### src/charge_port_pkg.sv
// shared constants and types for the charge port power manager
package charge_port_pkg;
	// clock and internal time base
	localparam int unsigned CLK_HZ = 20_000_000;
	localparam int unsigned TICK_US = 1000;
	localparam int unsigned TICK_CYCLES = CLK_HZ / 1_000_000 * TICK_US;
	localparam int unsigned PRE_W = 15;
	localparam int unsigned CNT_W = 12;
	// qualification intervals in ms
	localparam int unsigned ASSERT_MS = 200;
	localparam int unsigned RELEASE_MS = 3000;
	localparam int unsigned DEGLITCH_MS = 8;
	localparam int unsigned DISCH_MS = 100;
	// the same intervals in time-base ticks
	localparam logic [CNT_W-1:0] ASSERT_TICKS = CNT_W'(ASSERT_MS * 1000 / TICK_US);
	localparam logic [CNT_W-1:0] RELEASE_TICKS = CNT_W'(RELEASE_MS * 1000 / TICK_US);
	localparam logic [CNT_W-1:0] DEGLITCH_TICKS =
		CNT_W'(DEGLITCH_MS * 1000 / TICK_US);
	localparam logic [CNT_W-1:0] DISCH_TICKS = CNT_W'(DISCH_MS * 1000 / TICK_US);
	// register offsets
	localparam logic [7:0] REG_CTRL = 8'h00;
	localparam logic [7:0] REG_STATE = 8'h04;
	localparam logic [7:0] REG_INT_STATUS = 8'h08;
	localparam logic [7:0] REG_INT_CLEAR = 8'h0c;
	localparam logic [7:0] REG_INT_ENABLE = 8'h10;
	// control register fields and reset value
	localparam int unsigned CTRL_ENABLE_BIT = 0;
	localparam int unsigned CTRL_AUTOSW_BIT = 1;
	localparam logic [1:0] CTRL_RST = 2'h3;
	// state register fields
	localparam int unsigned ST_SWITCH = 0;
	localparam int unsigned ST_HILIM = 1;
	localparam int unsigned ST_STATUS = 2;
	localparam int unsigned ST_FAULT = 3;
	localparam int unsigned ST_THERM = 4;
	localparam int unsigned ST_INPUT_UNDERVOLTAGE_LOCKOUT = 5;
	localparam int unsigned ST_MODE = 6;
	localparam int unsigned ST_AS = 8;
	localparam int unsigned ST_CC = 10;
	localparam int unsigned ST_DISCH = 11;
	// event bits of the interrupt registers
	localparam int unsigned EV_W = 5;
	localparam int unsigned EV_STAT_ON = 0;
	localparam int unsigned EV_STAT_OFF = 1;
	localparam int unsigned EV_FAULT = 2;
	localparam int unsigned EV_THERM = 3;
	localparam int unsigned EV_AUTOSW = 4;
	localparam logic [EV_W-1:0] IEN_RST = 5'h00;

	typedef enum logic [1:0] {
		M_SDP1 = 2'b00,
		M_SDP_NO_DISCHARGE_MODE = 2'b01,
		M_CDP = 2'b10,
		M_DCP = 2'b11
	} mode_t;

	typedef enum logic [1:0] {
		AS_CDP = 2'b00,
		AS_DISCH = 2'b01,
		AS_SDP = 2'b10
	} as_t;

	typedef struct packed {
		logic [2:0] charge_mode_pins;
		logic limit_select;
	} pins_t;

	typedef struct packed {
		logic load_above;
		logic load_below;
		logic in_limit;
		logic temp_hot;
		logic temp_cooled;
		logic vin_above_on;
		logic vin_below_off;
		logic phone_dcp_nodata;
		logic phone_sdp_conn;
	} sense_t;

	typedef struct packed {
		logic psel;
		logic penable;
		logic pwrite;
		logic [7:0] paddr;
		logic [31:0] pwdata;
	} apb_req_t;

	typedef struct packed {
		logic pready;
		logic pslverr;
		logic [31:0] prdata;
	} apb_rsp_t;

	typedef struct packed {
		pins_t p1;
		pins_t p2;
		sense_t s1;
		sense_t s2;
		logic [PRE_W-1:0] pre;
		logic tick;
		mode_t mode;
		as_t as;
		logic [1:0] ctrl;
		logic thermal_off;
		logic input_undervoltage_lockout_ok;
		logic stat_n;
		logic fault_n;
		logic switch_on;
		logic high_limit;
		logic advertise;
		logic discharge;
		logic port_sdp;
		logic cc_mode;
		logic [EV_W-1:0] ists;
		logic [EV_W-1:0] ien;
		logic irq;
		apb_rsp_t rsp;
	} ctrl_state_t;
endpackage : charge_port_pkg

### src/charge_port_power_mgmt.sv
// charge port power manager: modes, load status, auto switch, faults, apb
//
// Function
// RULE1: charging modes advertise charging, use high limit
// RULE2: system moves extra ports to low-limit sdp
// RULE3: sdp port returns to charging on pin change
// RULE4: 1110 to 1111 enters cdp without discharge
// RULE5: load status is indicator; high limit stays
// RULE6: assert status after 200ms above threshold
// RULE7: release status after 3s below threshold
// RULE8: cdp misread as dcp: discharge, become sdp
// RULE9: phone connected as sdp: back to cdp
// RULE10: shorted output at start gives constant current
// RULE11: overload shuts down only via thermal limit
// RULE12: fault held low while condition lasts
// RULE13: limit fault deglitched, thermal fault immediate
// RULE14: thermal off above 170, back after cooling
// RULE15: undervoltage lockout holds switch off, hysteretic
// RULE16: low limit open only without load management
// RULE17: synced comparator flags, ms time base
// RULE18: 1111 cdp high limit, 1110 sdp low
//
// The APB interface to the registers and the register offsets were decided locally.
`timescale 1ns/1ps
`default_nettype none
module charge_port_power_mgmt #(
	parameter int unsigned TICK_CYCLES = charge_port_pkg::TICK_CYCLES
) (
	input wire logic pclk,
	input wire logic presetn,
	input wire logic ce,
	input wire charge_port_pkg::apb_req_t apb_req,
	output charge_port_pkg::apb_rsp_t apb_rsp,
	input wire charge_port_pkg::pins_t pins,
	input wire charge_port_pkg::sense_t sense,
	output logic switch_on,
	output logic high_limit_setting,
	output logic advertise_charge,
	output logic vbus_discharge,
	output logic port_sdp,
	output logic cc_mode,
	output logic load_status_oe_n,
	output logic fault_oe_n,
	output logic irq
);
	import charge_port_pkg::*;

	localparam logic [PRE_W-1:0] TICK_LAST = PRE_W'(TICK_CYCLES - 1);

	ctrl_state_t q;
	ctrl_state_t d;
	logic assert_done;
	logic release_done;
	logic glitch_done;
	logic disch_done;
	logic charging;
	logic stat_on;
	logic access;
	logic [EV_W-1:0] ev;
	logic [EV_W-1:0] clr;

	// pins to mode: 1111 cdp, 1110 sdp_no_discharge_mode, ctl3 low sdp1, other auto charging
	function automatic mode_t decode_mode(input pins_t p);
		if (!p.charge_mode_pins[0])
			return M_SDP1;
		else if (p.charge_mode_pins == 3'h7)
			return p.limit_select ? M_CDP : M_SDP_NO_DISCHARGE_MODE;
		else
			return M_DCP;
	endfunction : decode_mode

	assign charging = (q.mode == M_CDP) || (q.mode == M_DCP);
	assign stat_on = !q.stat_n;
	assign access = apb_req.psel && apb_req.penable && q.rsp.pready;

	// qualifiers on the ms time base
	qual_timer #(.CNT_W(CNT_W), .LIMIT(ASSERT_TICKS)) u_assert (
		.pclk(pclk),
		.presetn(presetn),
		.ce(ce),
		.tick(q.tick),
		.run(charging && q.s2.load_above && !stat_on),
		.done(assert_done)
	);
	qual_timer #(.CNT_W(CNT_W), .LIMIT(RELEASE_TICKS)) u_release (
		.pclk(pclk),
		.presetn(presetn),
		.ce(ce),
		.tick(q.tick),
		.run(charging && q.s2.load_below && stat_on),
		.done(release_done)
	);
	qual_timer #(.CNT_W(CNT_W), .LIMIT(DEGLITCH_TICKS)) u_glitch (
		.pclk(pclk),
		.presetn(presetn),
		.ce(ce),
		.tick(q.tick),
		.run(q.s2.in_limit && q.switch_on),
		.done(glitch_done)
	);
	qual_timer #(.CNT_W(CNT_W), .LIMIT(DISCH_TICKS)) u_disch (
		.pclk(pclk),
		.presetn(presetn),
		.ce(ce),
		.tick(q.tick),
		.run(q.as == AS_DISCH),
		.done(disch_done)
	);

	// next-state logic of the whole block
	always_comb
	begin
		d = q;
		ev = '0;
		clr = '0;
		// RULE17 two-stage sync
		d.p1 = pins;
		d.p2 = q.p1;
		d.s1 = sense;
		d.s2 = q.s1;
		// free-running ms time base
		d.tick = (q.pre == TICK_LAST);
		d.pre = d.tick ? '0 : q.pre + PRE_W'(1);
		// RULE3 mode follows pins
		d.mode = decode_mode(q.p2);
		// RULE14 thermal hysteresis
		if (q.s2.temp_hot)
			d.thermal_off = 1'b1;
		else if (q.s2.temp_cooled)
			d.thermal_off = 1'b0;
		// RULE15 lockout hysteresis
		if (q.s2.vin_above_on)
			d.input_undervoltage_lockout_ok = 1'b1;
		else if (q.s2.vin_below_off)
			d.input_undervoltage_lockout_ok = 1'b0;
		// RULE6 RULE7 load status qualify
		if (!charging)
			d.stat_n = 1'b1;
		else if (!stat_on && assert_done)
			d.stat_n = 1'b0;
		else if (stat_on && release_done)
			d.stat_n = 1'b1;
		// RULE12 RULE13 fault level
		d.fault_n = !(q.s2.temp_hot || q.thermal_off || glitch_done);
		// RULE8 RULE9 auto switch sequence
		unique case (q.as)
			AS_CDP:
				if (q.mode == M_CDP && q.ctrl[CTRL_AUTOSW_BIT]
					&& q.s2.phone_dcp_nodata)
					d.as = AS_DISCH;
			AS_DISCH:
				if (disch_done)
					d.as = AS_SDP;
			AS_SDP:
				if (q.s2.phone_sdp_conn || q.mode != M_CDP)
				begin
					d.as = AS_CDP;
					ev[EV_AUTOSW] = 1'b1;
				end
			default:
				d.as = AS_CDP;
		endcase
		// RULE11 only thermal, lockout, the ctrl enable bit or the auto switch discharge opens the switch
		d.switch_on = q.ctrl[CTRL_ENABLE_BIT] && q.input_undervoltage_lockout_ok
			&& !q.thermal_off && q.as != AS_DISCH;
		// RULE4 discharge only from the auto switch
		d.discharge = (q.as == AS_DISCH);
		// RULE1 RULE5 RULE18 limit and advertisement
		d.high_limit = (q.mode == M_SDP_NO_DISCHARGE_MODE) ? 1'b0
			: (q.mode == M_SDP1) ? q.p2.limit_select : 1'b1;
		d.advertise = charging && q.as == AS_CDP;
		// sdp shows once the discharge is over, not during it
		d.port_sdp = !charging || q.as == AS_SDP;
		// RULE10 constant current from the limit flag while the switch is on
		d.cc_mode = q.switch_on && q.s2.in_limit;
		// interrupt events
		ev[EV_STAT_ON] = q.stat_n && !d.stat_n;
		ev[EV_STAT_OFF] = !q.stat_n && d.stat_n;
		ev[EV_FAULT] = q.fault_n && !d.fault_n;
		ev[EV_THERM] = !q.thermal_off && d.thermal_off;
		// apb: answer in the access cycle after each setup
		d.rsp.pready = apb_req.psel && !apb_req.penable;
		if (apb_req.psel && !apb_req.penable)
		begin
			d.rsp.pslverr = 1'b0;
			d.rsp.prdata = '0;
			unique case (apb_req.paddr)
				REG_CTRL:
					d.rsp.prdata[1:0] = q.ctrl;
				REG_STATE:
				begin
					d.rsp.prdata[ST_SWITCH] = q.switch_on;
					d.rsp.prdata[ST_HILIM] = q.high_limit;
					d.rsp.prdata[ST_STATUS] = stat_on;
					d.rsp.prdata[ST_FAULT] = !q.fault_n;
					d.rsp.prdata[ST_THERM] = q.thermal_off;
					d.rsp.prdata[ST_INPUT_UNDERVOLTAGE_LOCKOUT] = q.input_undervoltage_lockout_ok;
					d.rsp.prdata[ST_MODE +: 2] = q.mode;
					d.rsp.prdata[ST_AS +: 2] = q.as;
					d.rsp.prdata[ST_CC] = q.cc_mode;
					d.rsp.prdata[ST_DISCH] = q.discharge;
				end
				REG_INT_STATUS:
					d.rsp.prdata[EV_W-1:0] = q.ists;
				REG_INT_CLEAR:
					d.rsp.prdata = '0;
				REG_INT_ENABLE:
					d.rsp.prdata[EV_W-1:0] = q.ien;
				default:
					d.rsp.pslverr = 1'b1;
			endcase
		end
		// register writes take effect at the access edge
		if (access && apb_req.pwrite)
		begin
			if (apb_req.paddr == REG_CTRL)
				d.ctrl = apb_req.pwdata[1:0];
			if (apb_req.paddr == REG_INT_ENABLE)
				d.ien = apb_req.pwdata[EV_W-1:0];
			if (apb_req.paddr == REG_INT_CLEAR)
				clr = apb_req.pwdata[EV_W-1:0];
		end
		// sticky status: a new event beats its clear
		d.ists = (q.ists & ~clr) | ev;
		d.irq = |(d.ists & d.ien);
	end

	// state register, frozen while ce is low
	always_ff @(posedge pclk or negedge presetn)
	begin
		if (!presetn)
		begin
			q <= '0;
			q.ctrl <= CTRL_RST;
			q.ien <= IEN_RST;
			q.stat_n <= 1'b1;
			q.fault_n <= 1'b1;
		end
		else if (ce)
			q <= d;
	end

	// outputs straight from the state register
	assign apb_rsp = q.rsp;
	assign switch_on = q.switch_on;
	assign high_limit_setting = q.high_limit;
	assign advertise_charge = q.advertise;
	assign vbus_discharge = q.discharge;
	assign port_sdp = q.port_sdp;
	assign cc_mode = q.cc_mode;
	assign load_status_oe_n = q.stat_n;
	assign fault_oe_n = q.fault_n;
	assign irq = q.irq;

	a_hot_opens_switch: assert property (@(posedge pclk) disable iff (!presetn)
		(ce && q.s2.temp_hot) ##1 ce |=> !q.switch_on) // RULE14
		else $error("switch stayed on while hot");
	a_hot_fault_now: assert property (@(posedge pclk) disable iff (!presetn)
		(ce && q.s2.temp_hot) |=> !q.fault_n) // RULE13
		else $error("thermal fault not immediate");
	a_fault_holds: assert property (@(posedge pclk) disable iff (!presetn)
		(ce && (q.thermal_off || glitch_done)) |=> !q.fault_n) // RULE12
		else $error("fault released while condition present");
	a_input_undervoltage_lockout_blocks: assert property (@(posedge pclk) disable iff (!presetn)
		(ce && !q.input_undervoltage_lockout_ok) |=> !q.switch_on) // RULE15
		else $error("switch on under lockout");
	a_sdp_no_discharge_mode_low: assert property (@(posedge pclk) disable iff (!presetn)
		(ce && q.mode == M_SDP_NO_DISCHARGE_MODE) |=> !q.high_limit && q.port_sdp) // RULE18
		else $error("sdp_no_discharge_mode not at low limit");
	a_charge_high: assert property (@(posedge pclk) // RULE1
		disable iff (!presetn)
		(ce && charging && q.as == AS_CDP) |=> q.high_limit && q.advertise)
		else $error("charging mode lacks high limit");
	a_sdp_no_discharge_mode_cdp_nodisch: assert property (@(posedge pclk)
		disable iff (!presetn)
		(ce && $past(q.mode) == M_SDP_NO_DISCHARGE_MODE && q.mode == M_CDP
			&& q.as == AS_CDP) |-> ##1 !q.discharge ##1 !q.discharge) // RULE4
		else $error("discharge on sdp_no_discharge_mode to cdp");
	a_status_timed: assert property (@(posedge pclk) disable iff (!presetn)
		$fell(q.stat_n) |-> $past(assert_done) && $past(charging)) // RULE6
		else $error("load status asserted without interval");
	a_release_timed: assert property (@(posedge pclk) disable iff (!presetn)
		$rose(q.stat_n) |-> $past(release_done) || !$past(charging)) // RULE7
		else $error("load status released early");
	a_sdp_nodisch: assert property (@(posedge pclk) disable iff (!presetn)
		(q.as == AS_SDP) |=> !q.discharge || q.as == AS_DISCH) // RULE9
		else $error("discharge while returning to cdp");
	a_cc_follows: assert property (@(posedge pclk) disable iff (!presetn)
		(ce && q.switch_on && q.s2.in_limit) |=> q.cc_mode) // RULE10
		else $error("no constant current on limit");
	a_irq_level: assert property (@(posedge pclk) disable iff (!presetn)
		ce |=> (q.irq == |(q.ists & q.ien)))
		else $error("interrupt not matching enabled status");
endmodule : charge_port_power_mgmt
`default_nettype wire

### src/qual_timer.sv
// interval qualifier counting time-base ticks while its condition holds
`timescale 1ns/1ps
`default_nettype none
module qual_timer #(
	parameter int unsigned CNT_W = 12,
	parameter logic [CNT_W-1:0] LIMIT = CNT_W'(200)
) (
	input wire logic pclk,
	input wire logic presetn,
	input wire logic ce,
	input wire logic tick,
	input wire logic run,
	output logic done
);
	typedef struct packed {
		logic [CNT_W-1:0] cnt;
		logic done;
	} tstate_t;

	tstate_t q;
	tstate_t d;

	// any break in run restarts; LIMIT+1 ticks guarantee the least time
	always_comb
	begin
		d = q;
		if (!run)
		begin
			d.cnt = '0;
			d.done = 1'b0;
		end
		else if (tick && !q.done)
		begin
			if (q.cnt == LIMIT)
				d.done = 1'b1;
			else
				d.cnt = q.cnt + CNT_W'(1);
		end
	end

	// state register, frozen while ce is low
	always_ff @(posedge pclk or negedge presetn)
	begin
		if (!presetn)
			q <= '0;
		else if (ce)
			q <= d;
	end

	assign done = q.done;

	a_done_needs_run: assert property (@(posedge pclk) disable iff (!presetn)
		$rose(q.done) |-> $past(run) && $past(tick)) // RULE17
		else $error("qualifier done without a running tick");
	a_break_restarts: assert property (@(posedge pclk) disable iff (!presetn)
		(ce && !run) |=> !q.done && q.cnt == '0) // RULE7
		else $error("qualifier kept its count after a break");
endmodule : qual_timer
`default_nettype wire

### config.mk
export PLATFORM = sky130hd
export DESIGN_NAME = charge_port_power_mgmt
export DESIGN_NICKNAME = d
export VERILOG_FILES = /design/src/charge_port_pkg.sv /design/src/charge_port_power_mgmt.sv /design/src/qual_timer.sv
export SDC_FILE = /design/constraint.sdc
export NUM_CORES = 1
export LEC_CHECK = 0
export BUFFER_PORTS_ARGS = -buffer_cell sky130_fd_sc_hd__clkbuf_2
export CORE_ASPECT_RATIO = 2
export CORE_MARGIN = 2
export CORE_UTILIZATION = 25
export DETAILED_ROUTE_END_ITERATION = 16
export PLACE_DENSITY_LB_ADDON = 0.15
export SLEW_MARGIN = 20
export SYNTH_ARGS = -nofsm -noshare
export SYNTH_HDL_FRONTEND = slang
export SYNTH_SLANG_ARGS = --single-unit
### constraint.sdc
create_clock -name pclk -period 2.55 [get_ports pclk]
set_input_delay 0.765 -clock pclk [delete_from_list [all_inputs] [get_ports pclk]]
set_output_delay 0.765 -clock pclk [all_outputs]
set_load 0.005 [all_outputs]
==> flow_summary_export.csv <==
group,metric,value,unit
floorplanning,fp.dieW,119.9,um
grt,grt_use_total,0.1306,
timing,setup_viol,0,
routing,wl_met1,6528,um
floorplanning,num_rows,84,
floorplanning,die_area,28260,um^2
critical_path,worstSetupEndpointType,"register",
pwr,internal-power,0.004116,W
pwr,p_sw,0.001372,W
timing,finalHoldViolCount,0,
timing,fmax,0.4392,GHz
pwr,combPwrFrac,0.073,
floorplanning,ios,102,
final_layout,drive_above_1_share,0.2121,
placement,place_ws,0.1460,ns
routing,drc,0,
clock_tree,hold_buffers,0,
hold_path,hold_class,"in2async",
critical_path,crit_start,"u_disch.q[5]",
grt,grt_max_degree,48,
grt,antenna_found_initial,2,
critical_path,r2r_end,"u_disch.q[12]",
final_layout,filler_cell_count,2717,
synth,ys_async_sr_fraction,1.000,
grt,grt_pass1_vias,5303,
clock_tree,ctsResizeCount,0,
clock_tree,post-cts-setup-buffers,0,
timing,tightest_slew,0.6013,ns
clock_tree,cts_made_buffers,17,
pwr,sequentialPowerShare,0.438,
synth,synth.avg_cell_area,10.08,um^2
clock_tree,clkLatencyLatePin,0.44,ns
routing,wl_per_cell,16.06,um
critical_path,path_max_fanout,11,
critical_path,timing.rr.start,"u_disch.q[5]",
clock_tree,htreeDepth,4,
floorplanning,die_height,235.7,um
timing,fin_ws,0.2732,ns
routing,dr_wl_met3,740,um
floorplanning,core-area,26380,um^2
synth,postSynthCellCount,666,
timing,relSlewSlack,0.5954,
clock_tree,cts_root_buf,"clkbuf_16",
pwr,max-vdd-ir-drop,447.4,uV
critical_path,cp.required,2.88,ns
placement,dp_hpwl,13120,um
critical_path,worstSetupPathType,"reg2reg",
routing,ant_nets,0,
placement,gp_congestion,0.7908,
final_layout,syn_to_final_growth,19.59,%
routing,wl_met2,9591,um
timing,min_period_over_period,0.8929,
grt,grt_pass1_wl,28170,um
critical_path,cp_data_arrival_time,2.60,ns
routing,highest_layer,"met5",
critical_path,crit_path_end,"u_disch.q[12]",
synth,ys.flop_type,"dfrtp_1",
clock_tree,cts_num_sinks,135,
pwr,clkPwrFrac,0.489,
run,cap_violations,0,
final_layout,multi_input_area,2959,um^2
critical_path,worstRegToRegCells,6,
final_layout,diodes,0,
clock_tree,cts.reportedPaths.clkPinSlew,0.06,ns
routing,finalWirelength,17490,um
grt,gr-total-overflow,0,
synth,synth_top_cell_area_share,0.4884,
routing,first_iter_violations,299,
synth,ys_ff_latch,135,
timing,setup_tns,0,ns
clock_tree,cts_tree,"yes",
pwr,swShare,0.2500,
floorplanning,start_util,0.2545,
routing,via_count,5054,
critical_path,critPathLaunchType,"register",
synth,ys_seq_area_frac,0.5040,
pwr,leakagePower,3.611,nW
final_layout,final_common_cell,"dfrtp_1",
timing,rsz0062_at_grt,"false",
final_layout,final_cell_mix,"dfrtp_1 (131), nand2_1 (71), nor2_1 (71)",
synth,ys_top_cells_by_area,"dfrtp_1 (49%), mux2_2 (5.5%), xor2_1 (4.2%)",
synth,syn_area,6713,um^2
placement,port_buffers,54,
critical_path,r2r_slack,0.27,ns
synth,synth.largest_area_cell,"dfrtp_1",
synth,ys_warn_count,0,
final_layout,regArea,3383,um^2
synth,synth_cell_types,58,
final_layout,final_nets,800,
status,status,"finished clean",
timing,layout_min_cycle_time,2.277,ns
timing,finClkSkew,0.009737,ns
routing,dr.pass1.iters,7,
synth,synth_edf_count,0,
timing,slew_violations,0,
clock_tree,clockBufferDepth,2,
routing,viasPerCell,4.641,
pwr,p_per_area,683.5,nW/um^2
cell usage after synthesis, types with 4 or more instances:
cell type	n
buf_4	34
nor4b_1	6
nand4_1	21
inv_1	25
nand2_1	71
or3_1	4
clkbuf_1	13
xnor2_1	20
a22o_1	6
nand3_1	33
nor2_1	71
nor4_1	6
a31oi_1	6
nor3b_1	4
dfstp_2	4
dfrtp_1	131
or4_1	4
o21ai_0	30
a21oi_1	13
ha_1	9
nor2b_1	5
a21o_1	4
nor3_1	11
nand2b_1	5
and2_1	4
mux2_2	33
and3_1	12
xor2_1	32
power by group through the flow:
stage	Combinational [W]	Clock, W	Sequential, W
floorplan	0.000263	0	0.00238
global placement	0.000399	0	0.00244
detailed placement	0.000408	0	0.00245
CTS	0.000410	0.00278	0.00241
global route	0.000454	0.00288	0.00242
finish	0.000398	0.00268	0.00241
critical path, cell delays in order (launching register included):
cell     delay (ns)
dfrtp_1        0.43
or4b_2         0.67
nor3_1         0.41
o32a_2         0.34
nor4_1         0.10
xnor2_1        0.16
nor2_1         0.05
worst min-delay path by stage:
stage	cells past startpoint	end	startpoint
after global placement	2	apb_rsp[10]	apb_rsp[10]
after floorplan	2	apb_rsp[10]	apb_rsp[10]
after detailed placement	2	apb_rsp[10]	apb_rsp[10]
after CTS	1	u_assert.q[1]	presetn
after global routing	1	u_assert.q[1]	presetn
final	1	u_assert.q[2]	presetn
registers in the layout, summed over array words and instances (netlist names), 12 cells and up:
register     cells
q               47
apb_rsp         14
d               13
u_assert.q      12
u_disch.q       12
u_glitch.q      12
u_release.q     12
layer usage:
| metal | GRT usage | vias up |
|---|---|---|
| met5 | 0 | - |
| met4 | 0.06702 | 4 |
| met3 | 0.04070 | 31 |
| met2 | 0.2386 | 110 |
| met1 | 0.1305 | 2503 |
| li1 | - | 2406 |
stage by stage:
| step | utilization | hold slack, ns | std cells | area [um^2] | total power (W) |
|---|---|---|---|---|---|
| finish | 0.3043 | 0.2693 | 1089 | 8028 | 0.005487 |
| global route | 0.3043 | 0.2940 | 1089 | 8028 | 0.005753 |
| CTS | 0.3043 | 0.2644 | 1089 | 8028 | 0.005599 |
| detailed placement | 0.2802 | 0.4616 | 1057 | 7391 | 0.002857 |
| global placement | 0.2802 | 0.4529 | 1057 | 7391 | 0.002843 |
| floorplan | - | 0.4400 | 685 | 6784 | 0.002648 |
area by class of cell:
type | instances | area share
multi-input cells | 471 | 0.3686
clock inverters | 14 | 0.02463
inverters | 25 | 0.01169
clock buffers | 18 | 0.05471
well taps | 344 | 0.05362
repair buffers | 82 | 0.06531
flip-flops and latches | 135 | 0.4214
cells by family (layout without fill, tap and decap cells):
logic type / count (synthesis) / in the layout / share of synthesized area
xor gates and xnor gates: 52 / 52 / 0.06785
DFF: 135 / 135 / 0.5040
AOI/OAI and AO/OA: 82 / 82 / 0.08201
buffers and inverters: 79 / 139 / 0.06579
adders and majority gates: 10 / 10 / 0.01827
and+or+nand+nor: 271 / 271 / 0.2017
muxes: 36 / 36 / 0.05983
other: 1 / 20 / 0.0005586
No activity file was read; power rests on OpenSTA's default activity.
